### src/rtl/smc_pkg.sv
package smc_pkg;

    // ---------------------------------------------------------------
    // register map
    // ---------------------------------------------------------------
    localparam logic [1:0] ADR_PWR_CTRL  = 2'h0;
    localparam logic [1:0] ADR_PWR_GATES = 2'h1;
    localparam logic [1:0] ADR_STATUS    = 2'h2;

    localparam int BIT_SLEEP_ARM    = 5;
    localparam int BIT_SLEEP_SEL_HI = 4;
    localparam int BIT_SLEEP_SEL_LO = 3;
    localparam int BIT_PULLUP_DIS   = 6;
    localparam logic [7:0] PWR_CTRL_MASK = 8'hfb;
    localparam logic [7:0] PWR_CTRL_RST  = 8'h00;

    localparam int BIT_GATE_TIMER_B = 3;
    localparam int BIT_GATE_TIMER_A = 2;
    localparam int BIT_GATE_SERIAL  = 1;
    localparam int BIT_GATE_CONV    = 0;
    localparam logic [7:0] GATES_MASK = 8'h0f;
    localparam logic [7:0] GATES_RST  = 8'h00;

    // ---------------------------------------------------------------
    // sleep modes and timing
    // ---------------------------------------------------------------
    localparam logic [1:0] SEL_IDLE    = 2'h0;
    localparam logic [1:0] SEL_NOISE   = 2'h1;
    localparam logic [1:0] SEL_PDOWN   = 2'h2;
    localparam logic [1:0] SEL_STANDBY = 2'h3;

    localparam int WAKE_HALT_CYCLES    = 4;
    localparam int STANDBY_WAKE_CYCLES = 6;

    typedef enum logic [2:0] {
        ST_ACTIVE,
        ST_SLEEP,
        ST_START,
        ST_HALT
    } smc_state_t;

    typedef struct packed {
        logic adc_done;
        logic spm_ready;
        logic ext_irq_zero_lvl;
        logic ext_irq_zero_edge;
        logic pin_change;
        logic wdt_irq;
        logic other_io;
    } smc_wake_t;

    typedef struct packed {
        logic cpu;
        logic flash;
        logic io;
        logic adc;
        logic osc;
    } smc_clk_t;

endpackage

### src/rtl/smc_sleep_ctrl.sv
// Contract
// - mode 01 enters noise reduction, adc clock runs
// - noise entry with adc enabled starts conversion
// - noise mode wakes on its listed sources
// - mode 10 enters power-down, oscillator stops
// - power-down wakes on resets, level irq, pin-change
// - mode 11 with crystal enters standby
// - standby resumes core clock within six cycles
// - gate bit stops clock; timer a gate also blocks register access
// - clearing gate bit resumes frozen peripheral state
// - gating applies in active and idle modes
// - adc stays enabled asleep; re-enable means extended
// - deep sleep disables comparator unless bandgap used
// - fused brown-out detector stays on asleep
// - enabled watchdog keeps running asleep
// - io and adc stopped disables input buffers
// - sleep only when arm bit five set
// - select bits 4:3 encode four modes
// - reserved bit 2 reads zero, resets zero
// - gate bits 3,2,1 timer b, a, serial
// - gated adc mux unavailable to comparator
// - mode 00 enters idle, halts cpu and flash
// - core halted four cycles after start-up
`timescale 1ns/1ps
`default_nettype none
module smc_sleep_ctrl
    import smc_pkg::*;
#(
    parameter int START_CYCLES = 16
) (
    input  wire logic       CORE_CLK,
    input  wire logic       RSTN,
    input  wire logic [1:0] ADDR,
    input  wire logic [7:0] WDATA,
    input  wire logic       WR,
    input  wire logic       RD,
    output logic      [7:0] RDATA,
    input  wire logic       SLEEP_REQ,
    input  wire smc_wake_t  WAKE,
    input  wire logic       XTAL_SEL,
    input  wire logic       ADC_EN,
    input  wire logic       ACMP_BANDGAP,
    input  wire logic       BOD_FUSE,
    input  wire logic       WDT_EN,
    output smc_clk_t        CLK_EN,
    output logic            TIMER_A_CLK_EN,
    output logic            TIMER_B_CLK_EN,
    output logic            SERIAL_CLK_EN,
    output logic            ADC_CLK_EN,
    output logic            PERIPH_ACC_BLOCK_T_A,
    output logic            ADC_AUTO_START,
    output logic            ADC_EXTENDED,
    output logic            ACMP_DISABLE,
    output logic            ACMP_MUX_BLOCK,
    output logic            BOD_ON,
    output logic            WDT_RUN,
    output logic            INBUF_DISABLE,
    output logic            PULLUP_DISABLE,
    output logic            CORE_RUN,
    output logic            IRQ_SERVICE
);

    // ---------------------------------------------------------------
    // wake input synchroniser
    // ---------------------------------------------------------------
    smc_wake_t wake_s1_q;
    smc_wake_t wake_s2_q;

    always_ff @(posedge CORE_CLK) begin
        if (!RSTN) begin
            wake_s1_q <= '0;
            wake_s2_q <= '0;
        end else begin
            wake_s1_q <= WAKE;
            wake_s2_q <= wake_s1_q;
        end
    end

    // ---------------------------------------------------------------
    // registers
    // ---------------------------------------------------------------
    logic [7:0] ctrl_q;
    logic [7:0] gates_q;
    logic [7:0] rdata_q;
    logic [1:0] mode_q;
    smc_state_t state_q;
    logic [3:0] cnt_q;

    always_ff @(posedge CORE_CLK) begin
        if (!RSTN) begin
            ctrl_q <= PWR_CTRL_RST;
        end else if (WR && ADDR == ADR_PWR_CTRL) begin
            ctrl_q <= WDATA & PWR_CTRL_MASK;
        end
    end

    always_ff @(posedge CORE_CLK) begin
        if (!RSTN) begin
            gates_q <= GATES_RST;
        end else if (WR && ADDR == ADR_PWR_GATES) begin
            gates_q <= WDATA & GATES_MASK;
        end
    end

    always_ff @(posedge CORE_CLK) begin
        if (!RSTN) begin
            rdata_q <= 8'h00;
        end else if (RD) begin
            case (ADDR)
                ADR_PWR_CTRL:  rdata_q <= ctrl_q;
                ADR_PWR_GATES: rdata_q <= gates_q;
                ADR_STATUS:    rdata_q <= {3'h0, mode_q, 3'(state_q)};
                default:       rdata_q <= 8'h00;
            endcase
        end else begin
            rdata_q <= 8'h00;
        end
    end

    // ---------------------------------------------------------------
    // sleep sequencer
    // ---------------------------------------------------------------
    function automatic logic wake_ok(input logic [1:0] m, input smc_wake_t w);
        case (m)
            SEL_IDLE:  wake_ok = |w;
            SEL_NOISE: wake_ok = w.adc_done | w.spm_ready | w.ext_irq_zero_lvl
                                 | w.pin_change | w.wdt_irq;
            default:   wake_ok = w.ext_irq_zero_lvl | w.pin_change
                                 | w.wdt_irq;
        endcase
    endfunction

    logic armed;
    logic [1:0] sel;
    assign sel   = ctrl_q[BIT_SLEEP_SEL_HI:BIT_SLEEP_SEL_LO];
    assign armed = SLEEP_REQ && ctrl_q[BIT_SLEEP_ARM]
                   && !(sel == SEL_STANDBY && !XTAL_SEL);

    always_ff @(posedge CORE_CLK) begin
        if (!RSTN) begin
            state_q <= ST_ACTIVE;
            mode_q  <= SEL_IDLE;
            cnt_q   <= 4'h0;
        end else begin
            case (state_q)
                ST_ACTIVE: begin
                    if (armed) begin
                        state_q <= ST_SLEEP;
                        mode_q  <= sel;
                    end
                end
                ST_SLEEP: begin
                    if (wake_ok(mode_q, wake_s2_q)) begin
                        state_q <= ST_START;
                        cnt_q   <= 4'h0;
                    end
                end
                ST_START: begin
                    cnt_q <= cnt_q + 4'h1;
                    if (mode_q != SEL_PDOWN || cnt_q == 4'(START_CYCLES - 1)) begin
                        state_q <= ST_HALT;
                        cnt_q   <= 4'h0;
                    end
                end
                ST_HALT: begin
                    cnt_q <= cnt_q + 4'h1;
                    if (cnt_q == 4'(WAKE_HALT_CYCLES - 1)) begin
                        state_q <= ST_ACTIVE;
                    end
                end
                default: state_q <= ST_ACTIVE;
            endcase
        end
    end

    // ---------------------------------------------------------------
    // clock and power outputs
    // ---------------------------------------------------------------
    logic asleep;
    logic deep;
    assign asleep = state_q == ST_SLEEP;
    assign deep   = asleep && mode_q[1];

    always_ff @(posedge CORE_CLK) begin
        if (!RSTN) begin
            CLK_EN <= '1;
        end else begin
            CLK_EN.cpu   <= !asleep && state_q != ST_START;
            CLK_EN.flash <= !asleep;
            CLK_EN.io    <= !(asleep && mode_q != SEL_IDLE);
            CLK_EN.adc   <= !deep;
            CLK_EN.osc   <= !(asleep && mode_q == SEL_PDOWN);
        end
    end

    logic idle_or_active;
    assign idle_or_active = !asleep || mode_q == SEL_IDLE;

    always_ff @(posedge CORE_CLK) begin
        if (!RSTN) begin
            TIMER_A_CLK_EN       <= 1'b1;
            TIMER_B_CLK_EN       <= 1'b1;
            SERIAL_CLK_EN        <= 1'b1;
            ADC_CLK_EN           <= 1'b1;
            PERIPH_ACC_BLOCK_T_A <= 1'b0;
            ACMP_MUX_BLOCK       <= 1'b0;
        end else begin
            TIMER_A_CLK_EN <= idle_or_active && !gates_q[BIT_GATE_TIMER_A];
            TIMER_B_CLK_EN <= idle_or_active && !gates_q[BIT_GATE_TIMER_B];
            SERIAL_CLK_EN  <= idle_or_active && !gates_q[BIT_GATE_SERIAL];
            ADC_CLK_EN     <= !deep && !gates_q[BIT_GATE_CONV];
            PERIPH_ACC_BLOCK_T_A <= gates_q[BIT_GATE_TIMER_A];
            ACMP_MUX_BLOCK <= gates_q[BIT_GATE_CONV];
        end
    end

    always_ff @(posedge CORE_CLK) begin
        if (!RSTN) begin
            ADC_AUTO_START <= 1'b0;
            ADC_EXTENDED   <= 1'b1;
        end else begin
            ADC_AUTO_START <= state_q == ST_ACTIVE && armed && ADC_EN
                              && (sel == SEL_NOISE || sel == SEL_IDLE);
            if (!ADC_EN) begin
                ADC_EXTENDED <= 1'b1;
            end else if (ADC_AUTO_START) begin
                ADC_EXTENDED <= 1'b0;
            end
        end
    end

    always_ff @(posedge CORE_CLK) begin
        if (!RSTN) begin
            ACMP_DISABLE   <= 1'b0;
            BOD_ON         <= 1'b0;
            WDT_RUN        <= 1'b0;
            INBUF_DISABLE  <= 1'b0;
            PULLUP_DISABLE <= 1'b0;
            CORE_RUN       <= 1'b1;
            IRQ_SERVICE    <= 1'b0;
        end else begin
            ACMP_DISABLE   <= deep && !ACMP_BANDGAP;
            BOD_ON         <= BOD_FUSE;
            WDT_RUN        <= WDT_EN;
            INBUF_DISABLE  <= deep;
            PULLUP_DISABLE <= ctrl_q[BIT_PULLUP_DIS];
            CORE_RUN       <= !asleep && state_q != ST_HALT && state_q != ST_START;
            IRQ_SERVICE    <= state_q == ST_HALT
                              && cnt_q == 4'(WAKE_HALT_CYCLES - 1);
        end
    end

    assign RDATA = rdata_q;

    // ---------------------------------------------------------------
    // checks
    // ---------------------------------------------------------------
    a_arm_required: assert property (@(posedge CORE_CLK) disable iff (!RSTN)
        (state_q == ST_ACTIVE && SLEEP_REQ && !ctrl_q[BIT_SLEEP_ARM]) |=> state_q == ST_ACTIVE)
        else $error("sleep entered without arm bit");
    a_reserved_zero: assert property (@(posedge CORE_CLK) disable iff (!RSTN)
        ctrl_q[2] == 1'b0)
        else $error("reserved control bit set");
    a_standby_resume: assert property (@(posedge CORE_CLK) disable iff (!RSTN)
        (state_q == ST_SLEEP && mode_q == SEL_STANDBY && wake_ok(mode_q, wake_s2_q))
        |-> ##[1:6] CLK_EN.cpu)
        else $error("standby wake too slow");
    a_pdown_osc_off: assert property (@(posedge CORE_CLK) disable iff (!RSTN)
        (state_q == ST_SLEEP && mode_q == SEL_PDOWN) |=> !CLK_EN.osc && !CLK_EN.adc)
        else $error("power-down clocks running");
    a_noise_clocks: assert property (@(posedge CORE_CLK) disable iff (!RSTN)
        (state_q == ST_SLEEP && mode_q == SEL_NOISE) |=> !CLK_EN.io && CLK_EN.adc)
        else $error("noise mode clocks wrong");
    a_halt_four: assert property (@(posedge CORE_CLK) disable iff (!RSTN)
        $rose(state_q == ST_HALT) |-> (state_q == ST_HALT) [*4] ##1 state_q == ST_ACTIVE)
        else $error("halt not four cycles");
    a_gate_timer: assert property (@(posedge CORE_CLK) disable iff (!RSTN)
        gates_q[BIT_GATE_TIMER_A] |=> !TIMER_A_CLK_EN)
        else $error("gated timer clock running");
    a_inbuf_deep: assert property (@(posedge CORE_CLK) disable iff (!RSTN)
        (state_q == ST_SLEEP && mode_q[1]) |=> INBUF_DISABLE)
        else $error("input buffers left on");
    a_acmp_bandgap: assert property (@(posedge CORE_CLK) disable iff (!RSTN)
        ACMP_BANDGAP |=> !ACMP_DISABLE)
        else $error("comparator disabled with bandgap");
    a_idle_clocks: assert property (@(posedge CORE_CLK) disable iff (!RSTN)
        (state_q == ST_SLEEP && mode_q == SEL_IDLE) |=> !CLK_EN.cpu && !CLK_EN.flash
        && CLK_EN.io && CLK_EN.adc && CLK_EN.osc)
        else $error("idle clocks wrong");
    a_noise_osc: assert property (@(posedge CORE_CLK) disable iff (!RSTN)
        (state_q == ST_SLEEP && mode_q == SEL_NOISE) |=> !CLK_EN.cpu && !CLK_EN.flash && CLK_EN.osc)
        else $error("noise mode core clocks wrong");
    a_standby_osc: assert property (@(posedge CORE_CLK) disable iff (!RSTN)
        (state_q == ST_SLEEP && mode_q == SEL_STANDBY) |=> CLK_EN.osc && !CLK_EN.adc)
        else $error("standby clocks wrong");
    a_pdown_io: assert property (@(posedge CORE_CLK) disable iff (!RSTN)
        (state_q == ST_SLEEP && mode_q == SEL_PDOWN) |=> !CLK_EN.io && !CLK_EN.cpu)
        else $error("power-down core clocks running");
    a_noise_enter: assert property (@(posedge CORE_CLK) disable iff (!RSTN)
        (state_q == ST_ACTIVE && armed && sel == SEL_NOISE)
        |=> state_q == ST_SLEEP && mode_q == SEL_NOISE)
        else $error("noise mode not entered");
    a_pdown_enter: assert property (@(posedge CORE_CLK) disable iff (!RSTN)
        (state_q == ST_ACTIVE && armed && sel == SEL_PDOWN)
        |=> state_q == ST_SLEEP && mode_q == SEL_PDOWN)
        else $error("power-down not entered");
    a_idle_enter: assert property (@(posedge CORE_CLK) disable iff (!RSTN)
        (state_q == ST_ACTIVE && armed && sel == SEL_IDLE)
        |=> state_q == ST_SLEEP && mode_q == SEL_IDLE)
        else $error("idle not entered");
    a_standby_xtal: assert property (@(posedge CORE_CLK) disable iff (!RSTN)
        (state_q == ST_ACTIVE && SLEEP_REQ && ctrl_q[BIT_SLEEP_ARM] && sel == SEL_STANDBY
        && !XTAL_SEL) |=> state_q == ST_ACTIVE)
        else $error("standby entered without crystal");
    a_mode_latch: assert property (@(posedge CORE_CLK) disable iff (!RSTN)
        (state_q == ST_SLEEP && !wake_ok(mode_q, wake_s2_q)) |=> state_q == ST_SLEEP && $stable(mode_q))
        else $error("sleep mode not held");
    a_wake_start: assert property (@(posedge CORE_CLK) disable iff (!RSTN)
        (state_q == ST_SLEEP && wake_ok(mode_q, wake_s2_q)) |=> state_q == ST_START)
        else $error("permitted wake ignored");
    a_noise_ignore: assert property (@(posedge CORE_CLK) disable iff (!RSTN)
        (state_q == ST_SLEEP && mode_q == SEL_NOISE && !wake_s2_q.adc_done && !wake_s2_q.spm_ready
        && !wake_s2_q.ext_irq_zero_lvl && !wake_s2_q.pin_change && !wake_s2_q.wdt_irq)
        |=> state_q == ST_SLEEP)
        else $error("noise mode woken by other source");
    a_noise_adc_wake: assert property (@(posedge CORE_CLK) disable iff (!RSTN)
        (state_q == ST_SLEEP && mode_q == SEL_NOISE && wake_s2_q.adc_done) |=> state_q == ST_START)
        else $error("conversion done did not wake");
    a_pdown_ignore: assert property (@(posedge CORE_CLK) disable iff (!RSTN)
        (state_q == ST_SLEEP && mode_q[1] && !wake_s2_q.ext_irq_zero_lvl && !wake_s2_q.pin_change
        && !wake_s2_q.wdt_irq) |=> state_q == ST_SLEEP)
        else $error("deep sleep woken by other source");
    a_pdown_wake: assert property (@(posedge CORE_CLK) disable iff (!RSTN)
        (state_q == ST_SLEEP && mode_q == SEL_PDOWN && wake_s2_q.pin_change) |=> state_q == ST_START)
        else $error("pin change did not wake");
    a_standby_start: assert property (@(posedge CORE_CLK) disable iff (!RSTN)
        (state_q == ST_START && mode_q == SEL_STANDBY) |=> state_q == ST_HALT)
        else $error("standby start-up too long");
    a_auto_start: assert property (@(posedge CORE_CLK) disable iff (!RSTN)
        (state_q == ST_ACTIVE && armed && ADC_EN && sel == SEL_NOISE) |=> ADC_AUTO_START)
        else $error("conversion not started");
    a_no_auto_deep: assert property (@(posedge CORE_CLK) disable iff (!RSTN)
        (state_q == ST_ACTIVE && armed && sel[1]) |=> !ADC_AUTO_START)
        else $error("conversion started in deep sleep");
    a_extended_off: assert property (@(posedge CORE_CLK) disable iff (!RSTN)
        !ADC_EN |=> ADC_EXTENDED)
        else $error("extended conversion not flagged");
    a_adc_asleep: assert property (@(posedge CORE_CLK) disable iff (!RSTN)
        (state_q == ST_SLEEP && mode_q == SEL_NOISE && !gates_q[BIT_GATE_CONV]) |=> ADC_CLK_EN)
        else $error("adc clock stopped in noise mode");
    a_deep_acmp: assert property (@(posedge CORE_CLK) disable iff (!RSTN)
        (state_q == ST_SLEEP && mode_q[1] && !ACMP_BANDGAP) |=> ACMP_DISABLE)
        else $error("comparator left on in deep sleep");
    a_bod_follow: assert property (@(posedge CORE_CLK) disable iff (!RSTN)
        BOD_FUSE |=> BOD_ON)
        else $error("brown-out detector off");
    a_wdt_follow: assert property (@(posedge CORE_CLK) disable iff (!RSTN)
        WDT_EN |=> WDT_RUN)
        else $error("watchdog stopped");
    a_inbuf_awake: assert property (@(posedge CORE_CLK) disable iff (!RSTN)
        !(state_q == ST_SLEEP && mode_q[1]) |=> !INBUF_DISABLE)
        else $error("input buffers off while clocked");
    a_gate_access: assert property (@(posedge CORE_CLK) disable iff (!RSTN)
        !gates_q[BIT_GATE_TIMER_A] |=> !PERIPH_ACC_BLOCK_T_A)
        else $error("timer access blocked while ungated");
    a_ungate_timer: assert property (@(posedge CORE_CLK) disable iff (!RSTN)
        (!gates_q[BIT_GATE_TIMER_B] && !asleep) |=> TIMER_B_CLK_EN)
        else $error("ungated timer clock stopped");
    a_gate_deep: assert property (@(posedge CORE_CLK) disable iff (!RSTN)
        (state_q == ST_SLEEP && mode_q != SEL_IDLE) |=> !TIMER_A_CLK_EN && !SERIAL_CLK_EN)
        else $error("peripheral clock running in deep sleep");
    a_serial_gate: assert property (@(posedge CORE_CLK) disable iff (!RSTN)
        gates_q[BIT_GATE_SERIAL] |=> !SERIAL_CLK_EN)
        else $error("gated serial clock running");
    a_gate_reserved: assert property (@(posedge CORE_CLK) disable iff (!RSTN)
        gates_q[7:4] == 4'h0)
        else $error("reserved gate bits set");
    a_mux_block: assert property (@(posedge CORE_CLK) disable iff (!RSTN)
        gates_q[BIT_GATE_CONV] |=> ACMP_MUX_BLOCK && !ADC_CLK_EN)
        else $error("gated adc mux still usable");
    a_core_halted: assert property (@(posedge CORE_CLK) disable iff (!RSTN)
        state_q == ST_HALT |=> !CORE_RUN)
        else $error("core running during wake halt");

endmodule
`default_nettype wire

### config.mk
export PLATFORM = sky130hd
export DESIGN_NAME = smc_sleep_ctrl
export DESIGN_NICKNAME = d
export VERILOG_FILES = /design/src/rtl/smc_pkg.sv /design/src/rtl/smc_sleep_ctrl.sv
export SDC_FILE = /design/constraint.sdc
export NUM_CORES = 1
export LEC_CHECK = 0
export BUFFER_PORTS_ARGS = -buffer_cell sky130_fd_sc_hd__buf_2
export CAP_MARGIN = 20
export CORE_ASPECT_RATIO = 1.4
export CORE_MARGIN = 5
export CORE_UTILIZATION = 51
export CTS_CLUSTER_DIAMETER = 100
export DETAILED_ROUTE_END_ITERATION = 10
export PLACE_DENSITY = 0.79
export SLEW_MARGIN = 30
export SYNTH_ARGS = -nofsm -noshare
export SYNTH_HDL_FRONTEND = slang
export SYNTH_SLANG_ARGS = --single-unit
### constraint.sdc
create_clock -name CORE_CLK -period 1.8 [get_ports CORE_CLK]
set_input_delay 0.36 -clock CORE_CLK [delete_from_list [all_inputs] [get_ports CORE_CLK]]
set_output_delay 0.36 -clock CORE_CLK [all_outputs]
set_load 0.02 [all_outputs]
Yosys cells after proc, flatten, opt, wreduce, memory -nomap -nowiden
Cells that the tools add are included.
- word-level logic and storage cells: 123
- register bits after elaboration: 62
- input port bits: 27
- multiplexer cells: 12
- equality and inequality tests: 18
- reduce and logical (&&, ||, !) cells: 46
- bitwise logic cells: 6
- add/subtract/negate cells: 1
- operators with widths (cell ; count):
    8-bit case mux with 3 select lines ; 1
    1-bit logical AND ; 20
    3-bit two-way mux ; 4
    3-bit case mux with 4 select lines ; 1
    4-bit case mux with 3 select lines ; 1
    1-bit zero test ; 11
    4-bit two-way mux ; 2
    2-bit AND reduction ; 4
    7-bit OR reduction ; 1
    2-bit by 1-bit == test with 1-bit output (second input constant) ; 3
    2-bit == test (second input constant) ; 3
    3-bit by 2-bit == test with 1-bit output (second input constant) ; 2
    2-bit zero test ; 3
    2-bit != test (second input constant) ; 3
    3-bit by 2-bit != test with 1-bit output (second input constant) ; 2
    1-bit OR ; 6
    4-bit by 1-bit adder with 4-bit output (second input constant) ; 1
    4-bit by 2-bit == test with 1-bit output (second input constant) ; 1
    4-bit == test (second input constant) ; 1
    2-bit by 1-bit != test with 1-bit output (second input constant) ; 2
    4-bit AND reduction ; 1
    3-bit by 1-bit == test with 1-bit output (second input constant) ; 1
    3-bit zero test ; 1
    1-bit logical OR ; 3
    4 further kinds ; 5

Longest topological paths before layout
- depth after elaboration: 9
- mapped depth: 6
- depth with buffers taken out: 6

Worst setup path after synthesis
OpenSTA, ideal clock, no wires.
- path kind: flip-flop to flip-flop
- start: register state_q[1]
- end: register state_q[0]
- data arrival time: 1.469 ns
- setup time: 0.119 ns
- cell stages (with the launch flop): 7
- slack: 0.211 ns
- period minus slack after synthesis: 1.589 ns
- buffers on the path: 0
- cell sequence: dfxtp_1 > inv_1 > ha_1 > nor4b_2 > o311a_4 > a2111o_1 > mux2i_1
- cells in the longest elaborated chain, start to end: 3
- elaborated cells between the ends (all ways): 10
- classes of those cells: eq/ne: 7; mux: 1; reduce/logical: 2
- RTL lines (what ; line ; RTL):
    start, declared ; smc_sleep_ctrl.sv:86 ; smc_state_t state_q;
    start signal, assigned ; smc_sleep_ctrl.sv:141 ; state_q <= ST_ACTIVE;
    start signal, assigned ; smc_sleep_ctrl.sv:148 ; state_q <= ST_SLEEP;
    start signal, assigned ; smc_sleep_ctrl.sv:154 ; state_q <= ST_START;
    3-bit by 2-bit == test with 1-bit output, or another cell as far along ; smc_sleep_ctrl.sv:145 ; case (state_q)
    2-bit by 1-bit != test with 1-bit output (no line) or 2-bit != test (tied branches) ; - ;
    4-bit AND reduction (no line) ; - ;
Parallel ways exist; a longest one is shown, timed or not.
A chain may end at the register's enable or synchronous reset.

Worst setup path in the final report
- start: register state_q[0]
- end: register state_q[0]
The elaborated chain is that of the path after synthesis.

==> impl_metrics.py <==
metrics = {
    "placement": {
        "io_buffers": 54,
        "dp_hpwl_um": 3041,
        "gp_congestion": 0.8604,
    },
    "clocking": {
        "cts_tree": "yes",
        "clkLatencyLatePin_ns": 0.34,
        "cts.clk_slew.worst_paths_ns": 0.06,
        "root_buffer": "clkbuf_8",
        "hold_buffers": 0,
        "h-tree-depth": 3,
        "clk_path_buf_depth": 2,
        "post-cts-setup-buffers": 0,
        "cts_made_buffers": 9,
        "cts_resized": 0,
        "clock-sinks": 61,
    },
    "detailed_routing": {
        "wl_per_cell_um": 13.35,
        "vias": 1567,
        "vias_per_cell": 4.990,
        "dr.pass1.iters": 4,
        "dr.first_iter.drc_count": 79,
        "ant_nets": 0,
        "totalWireLength_um": 4193,
        "post-route-drc-count": 0,
    },
    "finish": {
        "n_fill_cell": 329,
        "final_nets": 300,
        "final_common_cell": "dfxtp_1",
        "area_growth_pct": 25.48,
        "diodes": 0,
        "drive_gt1_share_pct": 28.78,
        "final_cell_mix": "dfxtp_1 (61), buf_2 (54), nor2_1 (27), and2_1 (22), mux2i_1 (19)",
    },
    "setup_path": {
        "max_stage_delay_ns": 0.43,
        "worst-path-stages": 5,
        "crit_buf_inv": 0,
        "cp_cell_sequence": "ha_1, nor4b_4, o311a_4, a2111o_1, mux2i_1",
        "cp_top_family": "flip-flops",
        "critPathMaxFanout": 6,
        "r2r_cells": 5,
        "crit_required_ns": 2.07,
        "regToRegEndpoint": "state_q[0]$_SDFFE_PN0P_",
        "cp-startpoint": "state_q[0]$_SDFFE_PN0P_",
        "critPathCaptureType": "flip-flop",
        "r2r_start": "state_q[0]$_SDFFE_PN0P_",
        "critPathLaunchType": "flip-flop",
        "reg2reg_slack_ns": 0.19,
        "worstSetupPathType": "flip-flop to flip-flop",
        "cp_slowest_cell": "dfxtp_1",
        "critical_path_arrival_ns": 1.88,
    },
    "hold_path": {
        "hold_class": "primary input to flip-flop",
        "whs_path_depth": 2,
        "hold_end": "ACMP_DISABLE$_SDFF_PN0_",
        "hp-start": "ACMP_BANDGAP",
    },
    "global_routing": {
        "grt_pass1_vias": 1531,
        "grt_max_degree": 24,
        "grt-ovfl-total": 0,
        "antenna_found_initial": 0,
        "grt_pass1_wl_um": 7044,
        "grt_usage_pct": 16.92,
    },
    "synth": {
        "seq_area_frac_synth_pct": 57.31,
        "syn_area_per_cell_sq_um": 10.39,
        "synth.distinct_cells": 34,
        "syn_nets": 238,
        "ys_seq_elements": 61,
        "synthesis.area_sq_um": 2131,
        "yosys_warnings": 0,
        "netlist_instances": 205,
    },
    "flow_run": {
        "maxCapViolCount": 0,
    },
    "floorplan": {
        "io_pins": 55,
        "die_h_um": 86.48,
        "rows": 27,
        "initial_core_util_pct": 53.45,
        "dieArea_sq_um": 5589,
        "core_sq_um": 3986,
        "die_w_um": 64.63,
    },
    "sta": {
        "hold_ws_ns": 0.1681,
        "slew_viol_final": 0,
        "tightestPinTransition_ns": 0.5030,
        "fin_worst_skew_ns": 0.007435,
        "setup_viol": 0,
        "final.setup.tns_ns": 0,
        "relSlewSlack_pct": 65.94,
        "max_freq_mhz": 621.5,
        "rsz0062_at_grt": "false",
        "period_minus_slack_ns": 1.609,
        "fin_crit_sh_pct": 89.39,
        "hold_viol": 0,
    },
    "power": {
        "powerDensity_nw_per_um2": 1091,
        "leakagePower_nw": 1.206,
        "ir_drop_uv": 698.0,
        "finalPower_mw": 2.918,
    },
    "run_status": {
        "status": "finished, final reports clean",
    },
}
layout make-up:
type                       instances  area (sq um)  share of cell area, %
timing repair buffer              59         307.8                  11.51
clock inverter                     3         45.04                  1.685
tap                               43         53.80                  2.012
clock buffer                      12         155.1                  5.803
multi-input combinational        128         860.8                  32.19
sequential                        61          1221                  45.67
inverter                           8         30.03                  1.123
kinds of logic (layout without fill, tap and decap cells):
kind of cell             Yosys count  after routing  synth area share [%]
buffers and inverters             16             82                 2.877
flip-flops                        61             61                 57.31
AO/OA/AOI/OAI                     22             22                 7.751
adder cells (fa/ha/maj)            6              6                 3.523
AND/OR/NAND/NOR                   81             81                 19.61
multiplexers                      19             19                 8.925
flip-flops by register name (all words and copies together) (netlist names), 2 cells and up:
| signal | cells |
|---|---|
| mode_q | 2 |
| ctrl_q | 7 |
| state_q | 2 |
| CLK_EN | 5 |
| wake_s1_q | 7 |
| wake_s2_q | 7 |
| RDATA | 8 |
| gates_q | 4 |
| cnt_q | 4 |
worst max path at each step:
stage / end
finish: state_q[0]$_SDFFE_PN0P_
global route: state_q[1]$_SDFFE_PN0P_
CTS: state_q[0]$_SDFFE_PN0P_
detailed placement: state_q[0]$_SDFFE_PN0P_
global placement: state_q[0]$_SDFFE_PN0P_
floorplan: state_q[0]$_SDFFE_PN0P_
synthesized netlist by cell type:
library cell / instances / area (sq um)
nand4_1: 1 / 6.260
a21o_1: 1 / 7.510
a21oi_1: 7 / 35.03
a211oi_1: 2 / 15.01
nand2b_2: 1 / 8.760
nor3_1: 5 / 25.02
dfxtp_1: 61 / 1221
nor3b_1: 1 / 7.510
inv_2: 1 / 3.750
nor2_1: 27 / 101.4
nand2b_1: 2 / 12.51
nand3b_1: 2 / 15.01
o21ai_0: 2 / 10.01
o311a_4: 1 / 21.27
o21a_1: 1 / 7.510
and2_1: 22 / 137.6
o211ai_1: 1 / 7.510
clkbuf_1: 7 / 26.28
mux2i_1: 19 / 190.2
o311ai_1: 1 / 8.760
a2111o_1: 1 / 11.26
nor2b_1: 1 / 6.260
ha_1: 6 / 75.07
o21bai_1: 2 / 15.01
nand4b_1: 1 / 8.760
o32ai_1: 2 / 17.52
o2111ai_1: 1 / 8.760
nor4b_2: 1 / 15.01
or3_1: 1 / 6.260
nand3_1: 2 / 10.01
inv_1: 7 / 26.28
nand2_1: 12 / 45.04
buf_2: 1 / 5.000
and3_1: 2 / 12.51
report_power, final:
group | switching, mW | internal (mW) | total [mW]
clock | 0.494 | 0.707 | 1.20
sequential | 0.0258 | 1.40 | 1.43
combinational | 0.163 | 0.128 | 0.291
through the flow:
step	util, %	setup slack, ns	cells	cell area (sq um)
final	67.07	0.1910	314	2674
after global routing	67.07	0.07057	314	2674
after CTS	66.76	0.1237	314	2661
after detailed placement	61.74	0.1247	299	2461
after global placement	61.74	0.2454	299	2461
after floorplan	-	0.2115	205	2131
per-layer routing:
layer  up-vias  part of all wire [%]  wire [um]  track usage (%)
li1        810                     -          -                -
met1       701                    41       1723            18.41
met2        42                    50       2083            27.73
met3        14                   5.7        240            5.447
met4         0                   3.5        146            11.73
met5         -                     0          0                0
worst reg2reg max path: cells and delay by family, from the launching register on:
family,cells,cell delay (ns)
multiplexers,1,0.19
AND/OR/NAND/NOR,1,0.25
flip-flops,1,0.43
adder cells (fa/ha/maj),1,0.24
AO/OA/AOI/OAI,2,0.42
No activity file was read; power rests on OpenSTA's default activity.
